File: src/cpm_defines.vh
`ifndef CPM_DEFINES_VH
`define CPM_DEFINES_VH

// Register indexes; the byte address on the bus is four times the index.
`define CPM_IDX_CLK_SRC   8'h00
`define CPM_IDX_GAIN      8'h01
`define CPM_IDX_TRIM      8'h02
`define CPM_IDX_LVD       8'h03
`define CPM_IDX_WAKE      8'h07
`define CPM_IDX_CPU_DIV   8'h2E
`define CPM_IDX_STATUS    8'h30

`define CPM_CPU_DIV_RST   6'h00
`define CPM_DIV_MAX_MASK  6'h3F

// Timing.
`define CPM_CLK_PERIOD_NS 100
`define CPM_LVD_FILT_NS   5000
`define CPM_STAB_CYCLES   13'h1000

// Option byte fields.
`define CPM_SRC_EXT_BIT   0
`define CPM_LVD_LOWEST    2'h0
`define CPM_LVD_HIGHEST   2'h1
`define CPM_LVD_OFF       2'h2
`define CPM_LVD_MEDIUM    2'h3
`define CPM_GAIN_NONE     3'h0
`define CPM_GAIN_ONE      3'h1
`define CPM_GAIN_THREE    3'h3
`define CPM_GAIN_SIX      3'h5
`define CPM_GAIN_EIGHT    3'h7
`define CPM_STAGES_0      4'h0
`define CPM_STAGES_1      4'h1
`define CPM_STAGES_3      4'h3
`define CPM_STAGES_6      4'h6
`define CPM_STAGES_8      4'h8
`define CPM_TRIM_MAX      6'h28
`define CPM_TRIM_NOM      6'h14

// Mode codes shown in status.
`define CPM_MODE_START    2'h0
`define CPM_MODE_RUN      2'h1
`define CPM_MODE_WAIT     2'h2
`define CPM_MODE_HALT     2'h3

`endif

File: src/cpm_clock_power_ctrl.v
// Behaviour
// - Low voltage holds internal reset, detector excluded.
// - Supply recovery releases reset, program restarts.
// - Detector changes state after 5us persistence.
// - Detector enable comes from its option byte.
// - Three thresholds selectable by option byte.
// - Detector inactive while in halt mode.
// - Wait stops only CPU clock.
// - Interrupt or reset ends wait mode.
// - Halt stops the oscillator and everything.
// - Halt ignored while watchdog is enabled.
// - Halt exits on NMI, unmasked port, reset.
// - Halt exit restarts oscillator, counts 4096.
// - External source adds 4096 times prescaler plus one.
// - Wake source interrupt is served first.
// - Divider code: zero, one-hot, others 64.
// - Source bit: 0 internal, 1 external.
// - Gain field decodes 0,1,3,6,8 stages.
// - Trim above 40 stops internal oscillator.
// - Every start runs internal oscillator first.
// - Wake prescaler is an eight-bit option.
// - CPU and peripheral clocks; divider on CPU only.
//
// Implementation choice: register access over APB.
`timescale 1ns/1ns
`include "cpm_defines.vh"

module cpm_clock_power_ctrl #(
    parameter [12:0] STAB_CYCLES = `CPM_STAB_CYCLES
) (
    input  wire        CORE_CLK_IN,
    input  wire        RESETN_IN,
    input  wire        PSEL_IN,
    input  wire        PENABLE_IN,
    input  wire        PWRITE_IN,
    input  wire [9:0]  PADDR_IN,
    input  wire [31:0] PWDATA_IN,
    output reg  [31:0] PRDATA_OUT,
    output reg         PREADY_OUT,
    output reg         PSLVERR_OUT,
    input  wire [7:0]  OPT_CLK_SRC_IN,
    input  wire [7:0]  OPT_GAIN_IN,
    input  wire [7:0]  OPT_TRIM_IN,
    input  wire [7:0]  OPT_LVD_IN,
    input  wire [7:0]  OPT_WAKE_IN,
    input  wire        VDD_BELOW_LOW_IN,
    input  wire        VDD_BELOW_MED_IN,
    input  wire        VDD_BELOW_HIGH_IN,
    input  wire        NMI_IN,
    input  wire [1:0]  PORT_IRQ_IN,
    input  wire [1:0]  PORT_IRQ_MASK_IN,
    input  wire        IRQ_ANY_IN,
    input  wire        WAIT_REQ_IN,
    input  wire        HALT_REQ_IN,
    input  wire        WDG_EN_IN,
    output reg         SYS_RESETN_OUT,
    output reg         CPU_CLK_EN_OUT,
    output reg         PERIPH_CLK_EN_OUT,
    output reg         INT_OSC_RUN_OUT,
    output reg         CLK_SEL_EXT_OUT,
    output reg  [3:0]  GAIN_STAGES_OUT,
    output reg  [5:0]  OSC_TRIM_OUT,
    output reg  [1:0]  LVD_LEVEL_OUT,
    output reg         LVD_EN_OUT,
    output reg         WAKE_SERVE_OUT,
    output reg  [1:0]  MODE_OUT
);

    localparam [2:0] ST_STAB1 = 3'h0;
    localparam [2:0] ST_STAB2 = 3'h1;
    localparam [2:0] ST_RUN   = 3'h2;
    localparam [2:0] ST_WAIT  = 3'h3;
    localparam [2:0] ST_HALT  = 3'h4;
    localparam [2:0] ST_LVD   = 3'h5;

    localparam integer FILT_INT =
        (`CPM_LVD_FILT_NS + `CPM_CLK_PERIOD_NS - 1) / `CPM_CLK_PERIOD_NS;
    localparam [7:0] FILT_CYC = FILT_INT[7:0];

    // Option bytes and comparators are outside this clock domain.
    reg  [39:0] opt_meta_r;
    reg  [39:0] opt_sync_r;
    reg  [5:0]  async_meta_r;
    reg  [5:0]  async_sync_r;

    always @(posedge CORE_CLK_IN or negedge RESETN_IN) begin
        if (!RESETN_IN) begin
            opt_meta_r   <= 40'h0000000000;
            opt_sync_r   <= 40'h0000000000;
            async_meta_r <= 6'h00;
            async_sync_r <= 6'h00;
        end else begin
            opt_meta_r   <= {OPT_WAKE_IN, OPT_LVD_IN, OPT_TRIM_IN, OPT_GAIN_IN,
                             OPT_CLK_SRC_IN};
            opt_sync_r   <= opt_meta_r;
            async_meta_r <= {PORT_IRQ_IN, NMI_IN, VDD_BELOW_HIGH_IN,
                             VDD_BELOW_MED_IN, VDD_BELOW_LOW_IN};
            async_sync_r <= async_meta_r;
        end
    end

    wire       below_low_s  = async_sync_r[0];
    wire       below_med_s  = async_sync_r[1];
    wire       below_high_s = async_sync_r[2];
    wire       nmi_s        = async_sync_r[3];
    wire [1:0] port_irq_s   = async_sync_r[5:4];

    reg  [2:0]  state_r;
    reg  [12:0] cnt_r;
    reg  [7:0]  loop_r;
    reg         loaded_r;
    reg         boot_done_r;
    reg         wake_pend_r;
    reg  [7:0]  opt_src_r;
    reg  [7:0]  opt_gain_r;
    reg  [7:0]  opt_trim_r;
    reg  [7:0]  opt_lvd_r;
    reg  [7:0]  opt_wake_r;
    reg         lvd_state_r;
    reg  [7:0]  filt_cnt_r;
    reg  [5:0]  cpu_div_r;
    reg  [5:0]  div_cnt_r;

    wire cnt_end = (cnt_r == STAB_CYCLES - 13'h0001);
    // Bit 1 of the source byte is assumed zero and is not decoded.
    wire src_ext = loaded_r ? opt_src_r[`CPM_SRC_EXT_BIT]
                            : opt_sync_r[`CPM_SRC_EXT_BIT];
    wire [1:0] lvd_lvl = opt_lvd_r[1:0];
    wire lvd_en  = loaded_r && (lvd_lvl != `CPM_LVD_OFF);
    wire port_wake = |(port_irq_s & ~PORT_IRQ_MASK_IN);
    wire trim_bad = (opt_trim_r[5:0] > `CPM_TRIM_MAX);

    // Threshold comparator chosen by the detector option field.
    reg lvd_raw;
    always @* begin
        case (lvd_lvl)
            `CPM_LVD_LOWEST:  lvd_raw = below_low_s;
            `CPM_LVD_HIGHEST: lvd_raw = below_high_s;
            `CPM_LVD_MEDIUM:  lvd_raw = below_med_s;
            default:          lvd_raw = 1'b0;
        endcase
    end

    // Spike filter: the state only flips once the new level has held long enough.
    // Halt clears the count, so a stale count cannot fire right after wake-up.
    always @(posedge CORE_CLK_IN or negedge RESETN_IN) begin
        if (!RESETN_IN) begin
            lvd_state_r <= 1'b0;
            filt_cnt_r  <= 8'h00;
        end else if (!lvd_en || state_r == ST_HALT) begin
            lvd_state_r <= 1'b0;
            filt_cnt_r  <= 8'h00;
        end else if (lvd_raw == lvd_state_r) begin
            filt_cnt_r <= 8'h00;
        end else if (filt_cnt_r == FILT_CYC - 8'h01) begin
            lvd_state_r <= lvd_raw;
            filt_cnt_r  <= 8'h00;
        end else begin
            filt_cnt_r <= filt_cnt_r + 8'h01;
        end
    end

    // Power mode sequencer.
    always @(posedge CORE_CLK_IN or negedge RESETN_IN) begin
        if (!RESETN_IN) begin
            state_r     <= ST_STAB1;
            cnt_r       <= 13'h0000;
            loop_r      <= 8'h00;
            loaded_r    <= 1'b0;
            boot_done_r <= 1'b0;
            wake_pend_r <= 1'b0;
            opt_src_r   <= 8'h00;
            opt_gain_r  <= 8'h00;
            opt_trim_r  <= 8'h00;
            opt_lvd_r   <= 8'h00;
            opt_wake_r  <= 8'h00;
        end else if (lvd_state_r) begin
            // The oscillator stays on, so recovery needs no delay.
            state_r     <= ST_LVD;
            cnt_r       <= 13'h0000;
            wake_pend_r <= 1'b0;
        end else begin
            case (state_r)
                ST_STAB1: begin
                    if (cnt_end) begin
                        cnt_r  <= 13'h0000;
                        loop_r <= 8'h00;
                        // Latching once per power-up keeps a halt wake-up from taking new options.
                        if (!loaded_r) begin
                            loaded_r   <= 1'b1;
                            opt_src_r  <= opt_sync_r[7:0];
                            opt_gain_r <= opt_sync_r[15:8];
                            opt_trim_r <= opt_sync_r[23:16];
                            opt_lvd_r  <= opt_sync_r[31:24];
                            opt_wake_r <= opt_sync_r[39:32];
                        end
                        state_r <= src_ext ? ST_STAB2 : ST_RUN;
                    end else begin
                        cnt_r <= cnt_r + 13'h0001;
                    end
                end
                ST_STAB2: begin
                    if (cnt_end) begin
                        cnt_r <= 13'h0000;
                        if (loop_r == opt_wake_r) begin
                            state_r <= ST_RUN;
                        end else begin
                            loop_r <= loop_r + 8'h01;
                        end
                    end else begin
                        cnt_r <= cnt_r + 13'h0001;
                    end
                end
                ST_RUN: begin
                    boot_done_r <= 1'b1;
                    wake_pend_r <= 1'b0;
                    if (HALT_REQ_IN && !WDG_EN_IN) begin
                        state_r <= ST_HALT;
                    end else if (WAIT_REQ_IN && !HALT_REQ_IN) begin
                        state_r <= ST_WAIT;
                    end
                end
                ST_WAIT: begin
                    if (IRQ_ANY_IN) begin
                        state_r <= ST_RUN;
                    end
                end
                ST_HALT: begin
                    if (nmi_s || port_wake) begin
                        wake_pend_r <= 1'b1;
                        cnt_r       <= 13'h0000;
                        state_r     <= ST_STAB1;
                    end
                end
                ST_LVD: begin
                    state_r <= ST_RUN;
                end
                default: begin
                    state_r <= ST_STAB1;
                end
            endcase
        end
    end

    // The divide mask is the factor minus one; code times two minus one
    // gives it for every one-hot code.
    reg [5:0] div_mask;
    always @* begin
        case (cpu_div_r)
            6'h00, 6'h01, 6'h02, 6'h04, 6'h08, 6'h10:
                div_mask = {cpu_div_r[4:0], 1'b0} - {5'h00, |cpu_div_r};
            6'h20:   div_mask = `CPM_DIV_MAX_MASK;
            default: div_mask = `CPM_DIV_MAX_MASK;
        endcase
    end

    // The counter runs free; a new code only shifts the phase of the next pulse.
    wire div_tick = (div_cnt_r >= div_mask);
    wire run_now  = (state_r == ST_RUN) && !lvd_state_r;
    // The core gets no clock until its reset is released, so it never steps
    // while SYS_RESETN_OUT is still low.
    wire cpu_run  = run_now && boot_done_r;
    // Peripherals follow the state, so they switch on the same edge as the mode code.
    wire periph_run = (state_r == ST_RUN) || (state_r == ST_WAIT);

    reg [3:0] stages;
    always @* begin
        case (opt_gain_r[2:0])
            `CPM_GAIN_NONE:  stages = `CPM_STAGES_0;
            `CPM_GAIN_ONE:   stages = `CPM_STAGES_1;
            `CPM_GAIN_THREE: stages = `CPM_STAGES_3;
            `CPM_GAIN_SIX:   stages = `CPM_STAGES_6;
            `CPM_GAIN_EIGHT: stages = `CPM_STAGES_8;
            default:         stages = `CPM_STAGES_0;
        endcase
    end

    reg [1:0] mode;
    always @* begin
        case (state_r)
            ST_RUN:  mode = `CPM_MODE_RUN;
            ST_WAIT: mode = `CPM_MODE_WAIT;
            ST_HALT: mode = `CPM_MODE_HALT;
            default: mode = `CPM_MODE_START;
        endcase
    end

    // Clock enables and control outputs, all registered.
    always @(posedge CORE_CLK_IN or negedge RESETN_IN) begin
        if (!RESETN_IN) begin
            div_cnt_r         <= 6'h00;
            SYS_RESETN_OUT    <= 1'b0;
            CPU_CLK_EN_OUT    <= 1'b0;
            PERIPH_CLK_EN_OUT <= 1'b0;
            INT_OSC_RUN_OUT   <= 1'b0;
            CLK_SEL_EXT_OUT   <= 1'b0;
            GAIN_STAGES_OUT   <= 4'h0;
            OSC_TRIM_OUT      <= `CPM_TRIM_NOM;
            LVD_LEVEL_OUT     <= 2'h0;
            LVD_EN_OUT        <= 1'b0;
            WAKE_SERVE_OUT    <= 1'b0;
            MODE_OUT          <= `CPM_MODE_START;
        end else begin
            div_cnt_r         <= div_tick ? 6'h00 : div_cnt_r + 6'h01;
            SYS_RESETN_OUT    <= boot_done_r && !lvd_state_r && state_r != ST_LVD;
            CPU_CLK_EN_OUT    <= cpu_run && div_tick;
            PERIPH_CLK_EN_OUT <= periph_run;
            // Internal oscillator runs in ST_STAB1 or when selected, unless the trim is bad or the state is ST_HALT.
            INT_OSC_RUN_OUT   <= state_r != ST_HALT && !trim_bad
                                 && !(CLK_SEL_EXT_OUT && state_r != ST_STAB1);
            CLK_SEL_EXT_OUT   <= loaded_r && opt_src_r[`CPM_SRC_EXT_BIT]
                                 && state_r != ST_STAB1 && state_r != ST_HALT;
            GAIN_STAGES_OUT   <= stages;
            OSC_TRIM_OUT      <= loaded_r ? opt_trim_r[5:0] : `CPM_TRIM_NOM;
            LVD_LEVEL_OUT     <= lvd_lvl;
            LVD_EN_OUT        <= lvd_en && state_r != ST_HALT;
            WAKE_SERVE_OUT    <= wake_pend_r && state_r == ST_RUN;
            MODE_OUT          <= mode;
        end
    end

    // APB slave: data is prepared in the setup cycle, so access ends at once.
    wire       addr_ok = (PADDR_IN[1:0] == 2'h0);
    wire [7:0] idx     = PADDR_IN[9:2];
    reg  [7:0] rd_byte;
    reg        rd_hit;
    always @* begin
        rd_hit = addr_ok;
        case (idx)
            `CPM_IDX_CLK_SRC: rd_byte = opt_src_r;
            `CPM_IDX_GAIN:    rd_byte = opt_gain_r;
            `CPM_IDX_TRIM:    rd_byte = opt_trim_r;
            `CPM_IDX_LVD:     rd_byte = opt_lvd_r;
            `CPM_IDX_WAKE:    rd_byte = opt_wake_r;
            `CPM_IDX_CPU_DIV: rd_byte = {2'h0, cpu_div_r};
            `CPM_IDX_STATUS:  rd_byte = {trim_bad, loaded_r, lvd_en, lvd_state_r,
                                         CLK_SEL_EXT_OUT, wake_pend_r, mode};
            default: begin
                rd_byte = 8'h00;
                rd_hit  = 1'b0;
            end
        endcase
    end

    wire setup_ph  = PSEL_IN && !PENABLE_IN;
    wire wr_div    = addr_ok && idx == `CPM_IDX_CPU_DIV;
    // Writes to anything but the divider are refused and dropped.
    wire bad_acc   = PWRITE_IN ? !wr_div : !rd_hit;

    always @(posedge CORE_CLK_IN or negedge RESETN_IN) begin
        if (!RESETN_IN) begin
            PRDATA_OUT  <= 32'h00000000;
            PREADY_OUT  <= 1'b0;
            PSLVERR_OUT <= 1'b0;
            cpu_div_r   <= `CPM_CPU_DIV_RST;
        end else begin
            PREADY_OUT <= setup_ph;
            if (setup_ph) begin
                PRDATA_OUT  <= (PWRITE_IN || !rd_hit) ? 32'h00000000
                                                      : {24'h000000, rd_byte};
                PSLVERR_OUT <= bad_acc;
            end else begin
                PSLVERR_OUT <= 1'b0;
            end
            // The write commits only at the access edge that shows ready high.
            if (PSEL_IN && PENABLE_IN && PREADY_OUT && PWRITE_IN && wr_div) begin
                cpu_div_r <= PWDATA_IN[5:0];
            end
        end
    end

endmodule

File: config.mk
export PLATFORM = sky130hd
export DESIGN_NAME = cpm_clock_power_ctrl
export DESIGN_NICKNAME = d
export VERILOG_FILES = /design/src/cpm_clock_power_ctrl.v
export VERILOG_INCLUDE_DIRS = /design/src
export SDC_FILE = /design/constraint.sdc
export NUM_CORES = 1
export LEC_CHECK = 0
export ABC_CLOCK_PERIOD_IN_PS = 2700
export BUFFER_PORTS_ARGS = -buffer_cell sky130_fd_sc_hd__buf_2
export CORE_MARGIN = 2
export CORE_UTILIZATION = 30
export CTS_BUF_LIST = sky130_fd_sc_hd__clkbuf_4 sky130_fd_sc_hd__clkbuf_8 sky130_fd_sc_hd__clkbuf_16
export DETAILED_ROUTE_END_ITERATION = 10
export PLACE_DENSITY = 0.56
export SLEW_MARGIN = 20
export SYNTH_ARGS = -nofsm -noshare
export SYNTH_HDL_FRONTEND = slang
export SYNTH_SLANG_ARGS = --single-unit
File: constraint.sdc
create_clock -name CORE_CLK_IN -period 2.7 [get_ports CORE_CLK_IN]
set_input_delay 0.54 -clock CORE_CLK_IN [delete_from_list [all_inputs] [get_ports CORE_CLK_IN]]
set_output_delay 0.54 -clock CORE_CLK_IN [all_outputs]
set_load 0.02 [all_outputs]
======== Word-level counts from Yosys, hierarchy flattened ========
Index checks and enable logic that the tools add are counted.
Widths: inputs -> output; s select.
word-level totals
  bits in registers ....................... 235
operators by class
  $add $sub $neg .......................... 5
  order comparisons ....................... 2
  equal/unequal tests ..................... 39
  mux-type cells .......................... 39
  bitwise operators ....................... 4
  reductions and logical operators ........ 58
operators with widths
  kind                   number
  $mux 8                 7
  $pmux 8 s7             1
  $mux 13                3
  $pmux 13 s2            1
  $eq 8x6->1 const B     3
  $mux 3                 8
  $logic_and 1x1->1      22
  $mux 6                 3
  $ne 3x3->1 const B     6
  $pmux 3 s6             1
  $add 8x1->8 const B    2
  $eq 8x2->1 const B     2
  $pmux 4 s4             1
  $pmux 8 s2             1
  $add 13x1->13 const B  1
  $eq 13x12->1 const B   1
  $eq 3x3->1 const B     4
  $reduce_or 6->1        2
  $ne 2x2->1 const B     5
  $eq 3x2->1 const B     3
  $logic_not 1->1        9
  $mux 1                 9
  $reduce_bool 3->1      3
  $eq 8x1->1 const B     1
  other kinds (37)       48

======== Depth between registers and ports, before layout ========
Gate-level depths: netlist of run 1.
  word-level depth ........................ 7
  mapped depth ............................ 11

======== Worst setup path before layout of run 1 ========
No wires, ideal clock.
  path kind ............................... register -> register
  start ................................... reg cpu_div_r[1]
  end ..................................... reg CPU_CLK_EN_OUT
  library setup time ...................... 88 ps
  arrival ................................. 2383 ps
  setup slack ............................. 228 ps
  cell stages (with the launch flop) ...... 12
  period minus slack after synthesis ...... 2472 ps
  cells stage by stage .................... dfrtp_1 clkbuf_1 maj3_1 o22ai_1 a21oi_1 nor2_1 and2_1 ha_1 a21o_1 a211oi_1 o31ai_1 nor3b_1
on the way
  word-level cells in the longest chain between the ends .. 5
RTL lines
  item                                            RTL line                                                RTL
  start: declaration                              cpm_clock_power_ctrl.v:121                              reg [5:0] cpu_div_r;
  start signal: assignment                        cpm_clock_power_ctrl.v:355                              cpu_div_r <= `CPM_CPU_DIV_RST;
  start signal: assignment                        cpm_clock_power_ctrl.v:367                              cpu_div_r <= PWDATA_IN[5:0];
  $reduce_or 6->1 (tied with other cells)         cpm_clock_power_ctrl.v:251                              div_mask = {cpu_div_r[4:0], 1'b0} - {5'h00, |cpu_div_r};
  $sub 6x1->6 or $reduce_or 6->1 (tied branches)  cpm_clock_power_ctrl.v:251, cpm_clock_power_ctrl.v:249
  $mux 6 (*)                                      cpm_clock_power_ctrl.v:249                              case (cpu_div_r)
  $ge 6x6->1 (*)                                  cpm_clock_power_ctrl.v:258                              wire div_tick = (div_cnt_r >= div_mask);
  $logic_and 1x1->1 (*)                           cpm_clock_power_ctrl.v:306                              CPU_CLK_EN_OUT <= cpu_run && div_tick;
  end signal: assignment                          cpm_clock_power_ctrl.v:306
  end: declaration                                cpm_clock_power_ctrl.v:57                               output reg CPU_CLK_EN_OUT,
Every way passes the cells marked *; elsewhere a longest branch is shown, timed or not.
A chain may end at the register's enable or synchronous reset.

======== Worst setup path after layout of run 1 ========
  start ................................... reg cpu_div_r[3]
  end ..................................... reg CPU_CLK_EN_OUT
The elaborated chain is that of the path after synthesis.

==> impl_summary.md, run 1 <==
Place
After legalization and detailed placement, the total HPWL measured 12,400 µm. The number of I/O port buffers is between 100 and 150. The global placer's final weighted congestion is 0.804.

Global routing
The number of antenna violations at the first check in global routing is 0. Global routing finished with a remaining overflow of 0. Entering global routing, the biggest net connects 79 pins. Global routing used between 10% and 20% of the available tracks across all layers. The first global-routing pass estimated approximately 28,000 µm of wire. The number of global-route vias before repair was about 5,000.

STA
The max-slew violation total from the final report came to 0. After routing, the total negative slack on setup checks comes to 0 ps. Setup repair after global routing left no endpoint under its margin. The final critical path takes up between 90% and 100% of the cycle. Measured against its own limit, the worst slew margin works out to 36.2%. For the final database, setup skew stands at 21.7 ps. Derived from the worst setup path, the maximum achievable clock frequency is 403 MHz. The post-layout minimum cycle time is 2480 ps. The hold violation total from the final report was 0. For the pin with the worst max-slew slack, the measured transition is 950 ps.

The final count of negative-setup-slack endpoints is 0.

Worst setup path
Counting cells, the worst reg-to-reg path comes to 11. The largest individual stage delay along the critical path comes from the cell sky130_fd_sc_hd__dfrtp_1. Data on the critical path arrives at its endpoint at 2880 ps. The delay of the slowest cell on the worst path is 460 ps. The required time at the worst-slack endpoint is 3100 ps.

The kind of capture point of the worst setup path is a register. The worst register-to-register path ends at CPU_CLK_EN_OUT. STA classifies the critical path startpoint as a register. The worst register-to-register path begins at cpu_div_r[3]. The top fanout value on the critical path is 7. The worst setup path is of the reg -> reg kind. The setup slack of the worst register-to-register path is 220 ps. The signal on the critical path passes through maj3_1 > o22ai_1 > a21oi_1 > nor2_1 > and2_1 > ha_1 > a21o_1 > a211oi_1 > o31ai_1 > buf_4 > nor3b_1.

Floorplan
Measured along the y axis, the die boundary spans 171 µm. The initial cell density of the core is 30.2%. Row generation in the floorplan step produced 61 rows. The number of top-level pins is 154. The horizontal die dimension is 171 µm. The area of the die is about 30,000 µm².

In this run the standard cell core region covers between 20,000 and 30,000 µm².

Layout
The post-layout utilization of the core is 37.0%. The layout cell share with drive strength beyond 1 is roughly 30%. The largest registers in the layout are opt_meta_r x40, opt_sync_r x40, cnt_r x13. The diode insertion count for antenna repair is 0.

The count of nets after finishing is 885. From synthesis to final layout, the design area changed by 22.5%.

Clock tree
The longest clock path from root to sink contains 3 buffers. The clock reaches the later pin of the worst-skew pair after 520 ps. After clock tree synthesis, the clock-pin slew on the worst setup and hold paths is about 60 ps.

The TritonCTS clock tree is done. CTS saw 211 sinks. After clock tree synthesis, the setup repair step added 0 buffers. CTS built an H-tree with a depth of 1. The count of instances resized after the clock tree is built is 0. The number of clock buffers added by TritonCTS is 24. The buffer cell driving the clock tree root is sky130_fd_sc_hd__clkbuf_16.

Routing
The detailed-route via count is slightly above 5,000. Dividing the detail-routed wire length by the instance count gives 15.0 µm. The via density per instance is 4.44.

The count of routing violations after the opening detailed-route iteration is 271. The number of DRC violations after detailed routing is 0. The pre-antenna-repair detailed-routing pass consisted of 5 iterations. The number of nets with antenna violations after detailed routing is 0.

Wires add up to 17,500 µm.

Synthesis
The main flop type after synthesis is sky130_fd_sc_hd__dfrtp_1. The summed instance area of the synthesized netlist is 8350 µm². The top cell type by area accounts for 62.6% of the synthesized area. The leading cell type by number of instances after synthesis is sky130_fd_sc_hd__dfrtp_1. The largest total area in the synthesized netlist belongs to sky130_fd_sc_hd__dfrtp_1. The total number of yosys warnings is 0. Synthesis produced between 600 and 700 cells.

The synthesis-stage register bit count is 211. The number of unique standard cell types used by synthesis is 66. Counting flops with a built-in enable in the synthesized netlist gives 0. The share of the Yosys chip area taken by registers is 63.2%. After synthesis, the most frequently instantiated cells are sky130_fd_sc_hd__dfrtp_1 (209), sky130_fd_sc_hd__mux2_2 (51), sky130_fd_sc_hd__nor2_1 (39). By area the synthesized netlist is led by sky130_fd_sc_hd__dfrtp_1 (63%), sky130_fd_sc_hd__mux2_2 (6.9%), sky130_fd_sc_hd__buf_4 (2.2%). The mean area per synthesized cell is 13.0 µm². Counting flops with an async set or reset pin after synthesis yields a share of 100%.

Run status
The run finished with clean final reports.

Pwr
For this design the ratio of total power to cell area is 796 nW/µm². The analysis attributes to cell leakage a power of 4.83 nW. The largest vdd supply drop is 524 µV.

Worst hold path
The critical hold path startpoint is VDD_BELOW_HIGH_IN. In this run the worst hold path is classified as in -> reg. The end point of the worst hold path is async_meta_r[2]. The number of cells traversed by the worst hold path is 1.

Job
The count of maximum capacitance violations is 0.
-- layer usage --
metal	track usage [%]	wire length, µm	up-vias
met5	0	0	-
met4	3.46	305	0
met3	2.73	991	24
met2	19.1	8130	125
met1	17.5	8060	2548
li1	-	-	2499
-- power breakdown --
group          internal (mW)  switching (mW)  leakage, nW  total, mW
Sequential              3.44           0.244         2.68       3.68
Combinational          0.362           0.596         1.71      0.958
Clock                   2.23            1.27        0.434       3.50
-- logic make-up (layout without fill, tap and decap cells) --
group                    count (synthesis)  count (layout)  share of synthesized area (%)
AO/OA/AOI/OAI                          104             104                           8.76
XOR/XNOR                                23              23                           2.41
adder cells (fa/ha/maj)                 13              13                           1.92
buffers and inverters                   58             182                           4.07
flip-flops                             211             211                           63.2
multiplexers                            61              61                           8.13
other                                    1              24                         0.0449
AND/OR/NAND/NOR                        173             173                           11.4
-- area by class of cell --
type / count / area (µm²)
flip-flops and latches: 211 / 5280
well taps: 378 / 473
fillers: 2733 / 17400
multi-input cells: 398 / 2820
clock inverters: 11 / 169
inverters: 14 / 52.6
clock buffers: 32 / 709
repair buffers: 125 / 729
-- critical path: cells and delay by family, from the launching register on --
family	cells	cell delay [ps]
AO/OA/AOI/OAI	5	740
adder cells (fa/ha/maj)	2	590
flip-flops	1	460
AND/OR/NAND/NOR	3	400
buffers and inverters	1	160
-- metrics by stage --
stage	instances	instance area, µm²	hold WS, ps	setup WS (ps)	total power [mW]
after floorplan	667	8440	244	228	4.32
after global placement	1125	9340	332	221	4.69
after detailed placement	1125	9340	335	215	4.70
after CTS	1169	10200	102	198	8.26
after global routing	1169	10200	102	66.9	8.55
final	1169	10200	127	221	8.15
-- what timing repair did --
action	CTS	global route
hold endpoints to repair	48	0
endpoints found under the setup margin	0	0
hold buffers	1	0
-- cells in the final DEF (no fill, tap or decap), drive strengths merged, types with 10 or more instances in the layout --
cell | Yosys | routed
dfrtp | 209 | 209
buf | 33 | 123
mux2 | 55 | 55
nor2 | 40 | 40
nand2 | 37 | 37
clkbuf | 11 | 33
conb | 1 | 24
o21ai | 23 | 23
a21oi | 16 | 16
nor3 | 16 | 16
xnor2 | 15 | 15
inv | 14 | 15
nand3 | 14 | 14
ha | 12 | 12
and3 | 10 | 10
and2 | 10 | 10
nand2b | 10 | 10
-- worst max path at each step --
stage | slack, ps | from | endpoint | depth (start not counted)
after floorplan | 230 | cpu_div_r[1] | CPU_CLK_EN_OUT | 11
after global placement | 220 | cpu_div_r[3] | CPU_CLK_EN_OUT | 11
after detailed placement | 220 | cpu_div_r[3] | CPU_CLK_EN_OUT | 11
after CTS | 200 | cpu_div_r[3] | CPU_CLK_EN_OUT | 11
after global routing | 70 | cpu_div_r[3] | CPU_CLK_EN_OUT | 11
final | 220 | cpu_div_r[3] | CPU_CLK_EN_OUT | 11
Note: power is estimated with default switching activity, not from simulation.
==> inputs of run 2 (changes only) <==
- BUFFER_PORTS_ARGS: -buffer_cell sky130_fd_sc_hd__buf_2 -> not set
- CORE_UTILIZATION: 30 -> 55
- DONT_BUFFER_PORTS: not set -> 1
- PLACE_DENSITY: 0.56 -> 0.79
- SKIP_LAST_GASP: not set -> 1
==> impl_summary.md, run 2 (synthesis results as in run 1) <==
Routing
The met3 wire length is 1150 µm (+16%). The detailed-route via count is 4,977 (-4.2%). The sum of routed wire length over all layers is 16,200 µm (-7.3%). The count of routing violations after the opening detailed-route iteration is 438 (+62%). The number of nets with antenna violations after detailed routing came to 0 (unchanged). The number of DRC violations after detailed routing is 0 (unchanged). The via density per instance is 5.78 (+30%).

The post-route met1 wirelength came to 6440 µm (-20%). The mean routed wirelength per cell is 18.8 µm (+26%). After detailed routing, no signal wire sits above met4. The number of iterations in the first detailed-routing pass was 5 (unchanged). The amount of wire on met2 after detailed routing came to 7930 µm (-2.4%).

Floorplan
The area of the core is 15,000 µm² (-46%). The initial cell density of the core was 55.6% (+25 points). The horizontal die dimension came to 127 µm (-26%). The number of cell rows is 45 (-26%).

The area of the die was 16,200 µm² (-45%). The floorplan die height was 127 µm (-26%). The number of top-level pins came to 154 (unchanged).

Clock tree
The CTS clock-pin slew for the worst setup and hold paths is 60 ps (about the same). The clock latency at the later pin of the worst-skew pair is 510 ps (about the same). The total CTS buffers was 22 (-8.3%). The count of H-tree levels built during CTS is 1 (unchanged). The number of clock sinks is 211 (unchanged).

CTS placed an instance of sky130_fd_sc_hd__clkbuf_16 at the clock tree root. The TritonCTS clock tree is done. The buffer depth of the longest clock path is 3 (unchanged).

STA
The hold violation total from the final report was 211 (+211). The max-slew violation total from the final report came to 0 (unchanged). Setup repair after global routing left no endpoint under its margin. The final hold slack is -275 ps (-401 ps). The worst clock skew on the final layout is 14.0 ps (-7.65 ps). The setup TNS is 0 ps (unchanged). The final count of negative-setup-slack endpoints is 0 (unchanged). The highest clock frequency the design can meet was 405 MHz (+0.42%). The final worst setup slack came to 232 ps (+10.4 ps). The part of the cycle the worst path needs was 91.4% (-0.39 points). The actual transition at the worst max-transition pin was 897 ps (-52.4 ps). The relative slew slack is 39.7% (+3.5 points). The post-layout minimum cycle time is 2470 ps (-10.4 ps).

Global routing
The largest net degree at the start of global routing was 212 (+170%). The number of antenna violations at the first check in global routing is 1 (+1). The number of global-route vias before repair is 5,102 (+1.1%). The global-route wire length before repair came to 26,000 µm (-8.1%). The total routing usage reported by global routing is 20.3% (+7.9 points).

The overflow left after global routing is 0 (unchanged).

Pwr
The total power after layout is 7.84 mW (-3.8%). The leakage power figure was 4.28 nW (-11%). The power per standard cell area was 842 nW/µm² (+5.8%). The largest vdd supply drop is 806 µV (+54%).

Layout
In the layout the commonest cells are sky130_fd_sc_hd__dfrtp_1 (208), sky130_fd_sc_hd__mux2_2 (51), sky130_fd_sc_hd__nor2_1 (39). The largest registers in the layout are opt_meta_r x40, opt_sync_r x40, cnt_r x13. The sequential standard cell area is 5280 µm² (about the same). The multi-input combinational cell area came to 2820 µm² (unchanged). The layout filler cell count came to 1,097 (-60%). The post-route cell area is 9300 µm² (-9.1%). The layout cell share with drive strength beyond 1 is 17.7% (-12 points). The layout overhead on the synthesized area is 11.4%.

The library cell used most frequently in the layout, excluding fill and tap cells, is sky130_fd_sc_hd__dfrtp_1. The filler-free cell count of the finished design is 861 (-26%). The count of nets after finishing came to 767 (-13%). The post-layout utilization of the core was 61.9% (+25 points).

Worst setup path
The worst setup path category is reg -> reg. STA classifies the critical path endpoint as a register. The data arrival time at the worst-slack endpoint is 2900 ps (+20 ps). The required time at the worst-slack endpoint is 3140 ps (+40 ps). The critical path launch point type is a register. The worst reg2reg path endpoint is div_cnt_r[3]. The setup slack of the worst register-to-register path is 230 ps (about the same).

The top fanout value on the critical path is 6 (-1). In this run the critical register-to-register path is launched from cpu_div_r[4]. The worst reg2reg path depth is 10 (-1). The endpoint of the most critical setup path is div_cnt_r[3]. The start point of the critical path is cpu_div_r[4].

Place
The post-placement cell area is 8470 µm² (-9.4%). The number of I/O port buffers is 0 (-100%). The worst slack at placement came to 226 ps (+10.5 ps). The global placer's final weighted congestion is 0.827 (+2.9%). The placed wire-length estimate after detailed placement is 11,000 µm (-11%). The placed cell count is 820 (-27%).

Run status
The run finished, with violations left. The final reports fail on negative hold slack.

Worst hold path
The class of the most critical hold timing path is in -> async.

Job
The count of maximum capacitance violations is 0 (unchanged).
[run 2: cell count changes in the layout (fill, tap and decap cells not counted), moves of 2 or more]
cell,change
sky130_fd_sc_hd__clkinv_4,-2
sky130_fd_sc_hd__buf_12,-2
sky130_fd_sc_hd__clkinvlp_4,+2
sky130_fd_sc_hd__buf_2,-102
sky130_fd_sc_hd__clkbuf_16,-3
sky130_fd_sc_hd__buf_4,-10
[run 2: metal layers]
metal,track usage (%),up-vias
met1,25.4,2498
met5,0,-
met4,9.50,0
li1,-,2256
met3,4.94,40
met2,33.6,183
[run 2: cell type report]
cell class | instances | area share (%)
Antenna cell | 1 | 0.0269
Clock buffer | 28 | 6.74
Clock inverter | 12 | 2.19
Timing Repair Buffer | 9 | 0.861
Tap cell | 188 | 2.53
Inverter | 14 | 0.565
Sequential cell | 211 | 56.8
Multi-Input combinational cell | 398 | 30.3
[run 2: worst min path at each step]
stage	from	endpoint	slack [ps]	cells after the start
after floorplan	RESETN_IN	CLK_SEL_EXT_OUT	240	0
after global placement	RESETN_IN	async_sync_r[4]	260	0
after global routing	RESETN_IN	opt_sync_r[8]	-290	0
after detailed placement	RESETN_IN	async_sync_r[5]	260	0
final	RESETN_IN	opt_sync_r[8]	-270	0
after CTS	RESETN_IN	opt_sync_r[8]	-280	0
[run 2: what timing repair did]
| item | in CTS | in global routing |
|---|---|---|
| resized for setup | 0 | 1 |
| setup buffers | 0 | 0 |
| setup endpoints to repair | 0 | 2 |
| hold endpoints to repair | 211 | 211 |
[run 2: worst max-delay path, stage by stage (launching register included)]
cell and delay, ps:
sky130_fd_sc_hd__dfrtp_1 440, sky130_fd_sc_hd__nor3_1 350, sky130_fd_sc_hd__nand3_1 130, sky130_fd_sc_hd__ha_1 280
sky130_fd_sc_hd__and2_1 140, sky130_fd_sc_hd__ha_1 270, sky130_fd_sc_hd__a21o_1 150, sky130_fd_sc_hd__a211oi_1 250
sky130_fd_sc_hd__o31ai_1 130, sky130_fd_sc_hd__buf_4 170, sky130_fd_sc_hd__nor2_1 100
[run 2: power breakdown]
part	total [mW]	switching, mW	leakage (nW)	internal [mW]
clock network	3.36	1.24	0.401	2.13
registers	3.76	0.318	2.68	3.44
logic	0.711	0.430	1.20	0.281
==> inputs of run 3 (changes only) <==
==> constraint.sdc (replaced) <==
create_clock -name CORE_CLK_IN -period 2.7 [get_ports CORE_CLK_IN]
set_input_delay 0.405 -clock CORE_CLK_IN [delete_from_list [all_inputs] [get_ports CORE_CLK_IN]]
set_output_delay 0.405 -clock CORE_CLK_IN [all_outputs]
set_load 0.02 [all_outputs]
==> impl_summary.md, run 3 (synthesis results as in run 1) <==
Layout
The layout cell share with drive strength beyond 1 is 15.6% (-2.1 points). The filler-free cell count of the finished design came to 899 (+4.4%). The largest registers in the layout are opt_meta_r x40, opt_sync_r x40, cnt_r x13. The library cell used most frequently in the layout, excluding fill and tap cells, is sky130_fd_sc_hd__dfrtp_1.

The count of nets after finishing is 811 (+5.7%). Compared with the post-synthesis result, the final layout area differs by 14.8%. The diode insertion count for antenna repair is 0 (-1). The library cells used most frequently in the layout, excluding fill and tap cells, are sky130_fd_sc_hd__dfrtp_1 (209), sky130_fd_sc_hd__mux2_2 (51), sky130_fd_sc_hd__dlygate4sd3_1 (46).

Floorplan
The floorplan die height is 127 µm (unchanged). The initial cell density of the core was 55.6% (unchanged). The number of cell rows was 45 (unchanged). The area of the core was 15,000 µm² (unchanged). The area of the die is 16,200 µm² (unchanged). The horizontal die dimension is 127 µm (unchanged). The number of top-level pins is 154 (unchanged).

Global routing
The number of antenna violations at the first check in global routing is 0 (-1). The overflow left after global routing is 0 (unchanged). The total routing usage reported by global routing is 21.0% (+0.76 points).

The largest net degree at the start of global routing is 212 (unchanged). The global-route wire length before repair was 27,100 µm (+4.2%). The number of global-route vias before repair is 5,248 (+2.9%).

Clock tree
Buffers inserted to repair hold after CTS numbered 46. The clock latency at the later pin of the worst-skew pair came to 490 ps (-20 ps). The number of clock sinks is 211 (unchanged). The buffer cell driving the clock tree root is sky130_fd_sc_hd__clkbuf_16.

The count of H-tree levels built during CTS is 1 (unchanged). The count of instances resized after the clock tree is built is 0 (unchanged). The post-CTS repair timing setup buffer count is 0 (unchanged). The buffer depth of the longest clock path is 3 (unchanged). The total CTS buffers is 21 (-4.5%). TritonCTS built the clock tree. The CTS clock-pin slew for the worst setup and hold paths came to 60 ps (about the same).

STA
The actual transition at the worst max-transition pin was 880 ps (-17.1 ps). The worst clock skew on the final layout is 6.44 ps (-7.58 ps). The setup TNS is 0 ps (unchanged).

The final hold slack came to -388 ps (-113 ps). Setup repair after global routing left no endpoint under its margin. The hold violation total from the final report is 211 (unchanged). The final worst setup slack was 207 ps (-25.2 ps). The post-layout minimum cycle time was 2490 ps (+25.2 ps). The part of the cycle the worst path needs came to 92.4% (+0.93 points). The highest clock frequency the design can meet is 401 MHz (-1.0%).

The relative slew slack is 40.8% (+1.2 points). The final count of negative-setup-slack endpoints is 0 (unchanged). The max-slew violation total from the final report is 0 (unchanged).

Routing
The count of routing violations after the opening detailed-route iteration is 364 (-17%). The number of DRC violations after detailed routing was 0 (unchanged). The mean routed wirelength per cell was 18.4 µm (-2.0%). The sum of routed wire length over all layers is 16,600 µm (+2.3%).

The number of nets with antenna violations after detailed routing is 0 (unchanged). The detailed-route via count is 5,145 (+3.4%). The via density per instance is 5.72 (-0.99%).

The number of iterations in the first detailed-routing pass was 6 (+1).

Worst hold path
The class of the most critical hold timing path is in -> async.

Worst setup path
The most used cell along the critical path is sky130_fd_sc_hd__ha_1. The critical path launch point type is a register. The data arrival time at the worst-slack endpoint is 2870 ps (-30 ps). The buffer and inverter count on the worst path came to 1 (unchanged). The delay of the slowest cell on the worst path is 440 ps (about the same).

The cell class contributing the biggest share of worst-path delay is simple AND/OR/NAND/NOR gates. The signal on the critical path passes through nor3_1 > nand3_1 > ha_1 > and2_1 > ha_1 > a21o_1 > a211oi_1 > o31ai_1 > buf_4 > nor2_1. The top fanout value on the critical path came to 6 (unchanged). The required time at the worst-slack endpoint was 3080 ps (-60 ps). The worst setup path is captured at a register. The slowest stage of the critical path is the sky130_fd_sc_hd__dfrtp_1 cell. The worst setup path category is reg -> reg.

Pwr
The total power after layout is 7.33 mW (-6.4%). The power per standard cell area is 765 nW/µm² (-9.2%). The leakage power figure is 4.40 nW (+2.9%). The largest vdd supply drop was 607 µV (-25%).

Place
The placed cell count is 819 (-0.12%). The worst slack at placement is 222 ps (-3.89 ps). The placed wire-length estimate after detailed placement was 11,000 µm (+0.45%). The global placer's final weighted congestion is 0.835 (+0.91%). The number of I/O port buffers is 0 (unchanged).

Run status
The flow ran to the end, but the final reports show violations. The final reports fail on negative hold slack.

Job
The count of maximum capacitance violations is 0 (unchanged).
## run 3: final timing paths
check / cells past startpoint / from / slack [ps] / endpoint
worst max-delay path: 10 / cpu_div_r[4] / 210 / div_cnt_r[5]
worst min-delay path: 0 / RESETN_IN / -390 / cnt_r[0]
worst max register to register: 10 / cpu_div_r[4] / 210 / div_cnt_r[5]
worst min register to register: 0 / async_meta_r[3] / 350 / async_sync_r[3]
max in group asynchronous: 0 / RESETN_IN / 2820 / opt_meta_r[37]
min in group CORE_CLK_IN: 1 / PWDATA_IN[0] / 60 / cpu_div_r[0]
## run 3: power breakdown
group	switching, mW	total, mW	internal [mW]
sequential	0.322	3.76	3.44
clock	1.13	2.82	1.68
combinational	0.428	0.753	0.324
total	1.89	7.33	5.45
## run 3: per-stage QoR
| stage | instance area, µm² | util [%] |
|---|---|---|
| 2_1_floorplan | 8440 | - |
| 3_3_place_gp | 8460 | 56.3 |
| 3_5_place_dp | 8460 | 56.3 |
| 4_1_cts | 9590 | 63.8 |
| 5_1_grt | 9590 | 63.8 |
| 6_report | 9590 | 63.8 |
## run 3: area by class of cell
cell class              instances  area (µm²)
multi-input cells             398        2820
well taps                     188         235
flip-flops and latches        211        5280
repair buffers                 54         533
fillers                      1079        5440
clock buffers                  29         617
clock inverters                 5        53.8
inverters                      14        52.6
## run 3: routing by layer
| metal | GRT usage [%] | up-vias | share of wire, % |
|---|---|---|---|
| met4 | 9.05 | 0 | 3.8 |
| met3 | 4.98 | 50 | 7.0 |
| met2 | 34.8 | 194 | 50 |
| met5 | 0 | - | 0 |
| li1 | - | 2345 | - |
| met1 | 26.9 | 2556 | 39 |
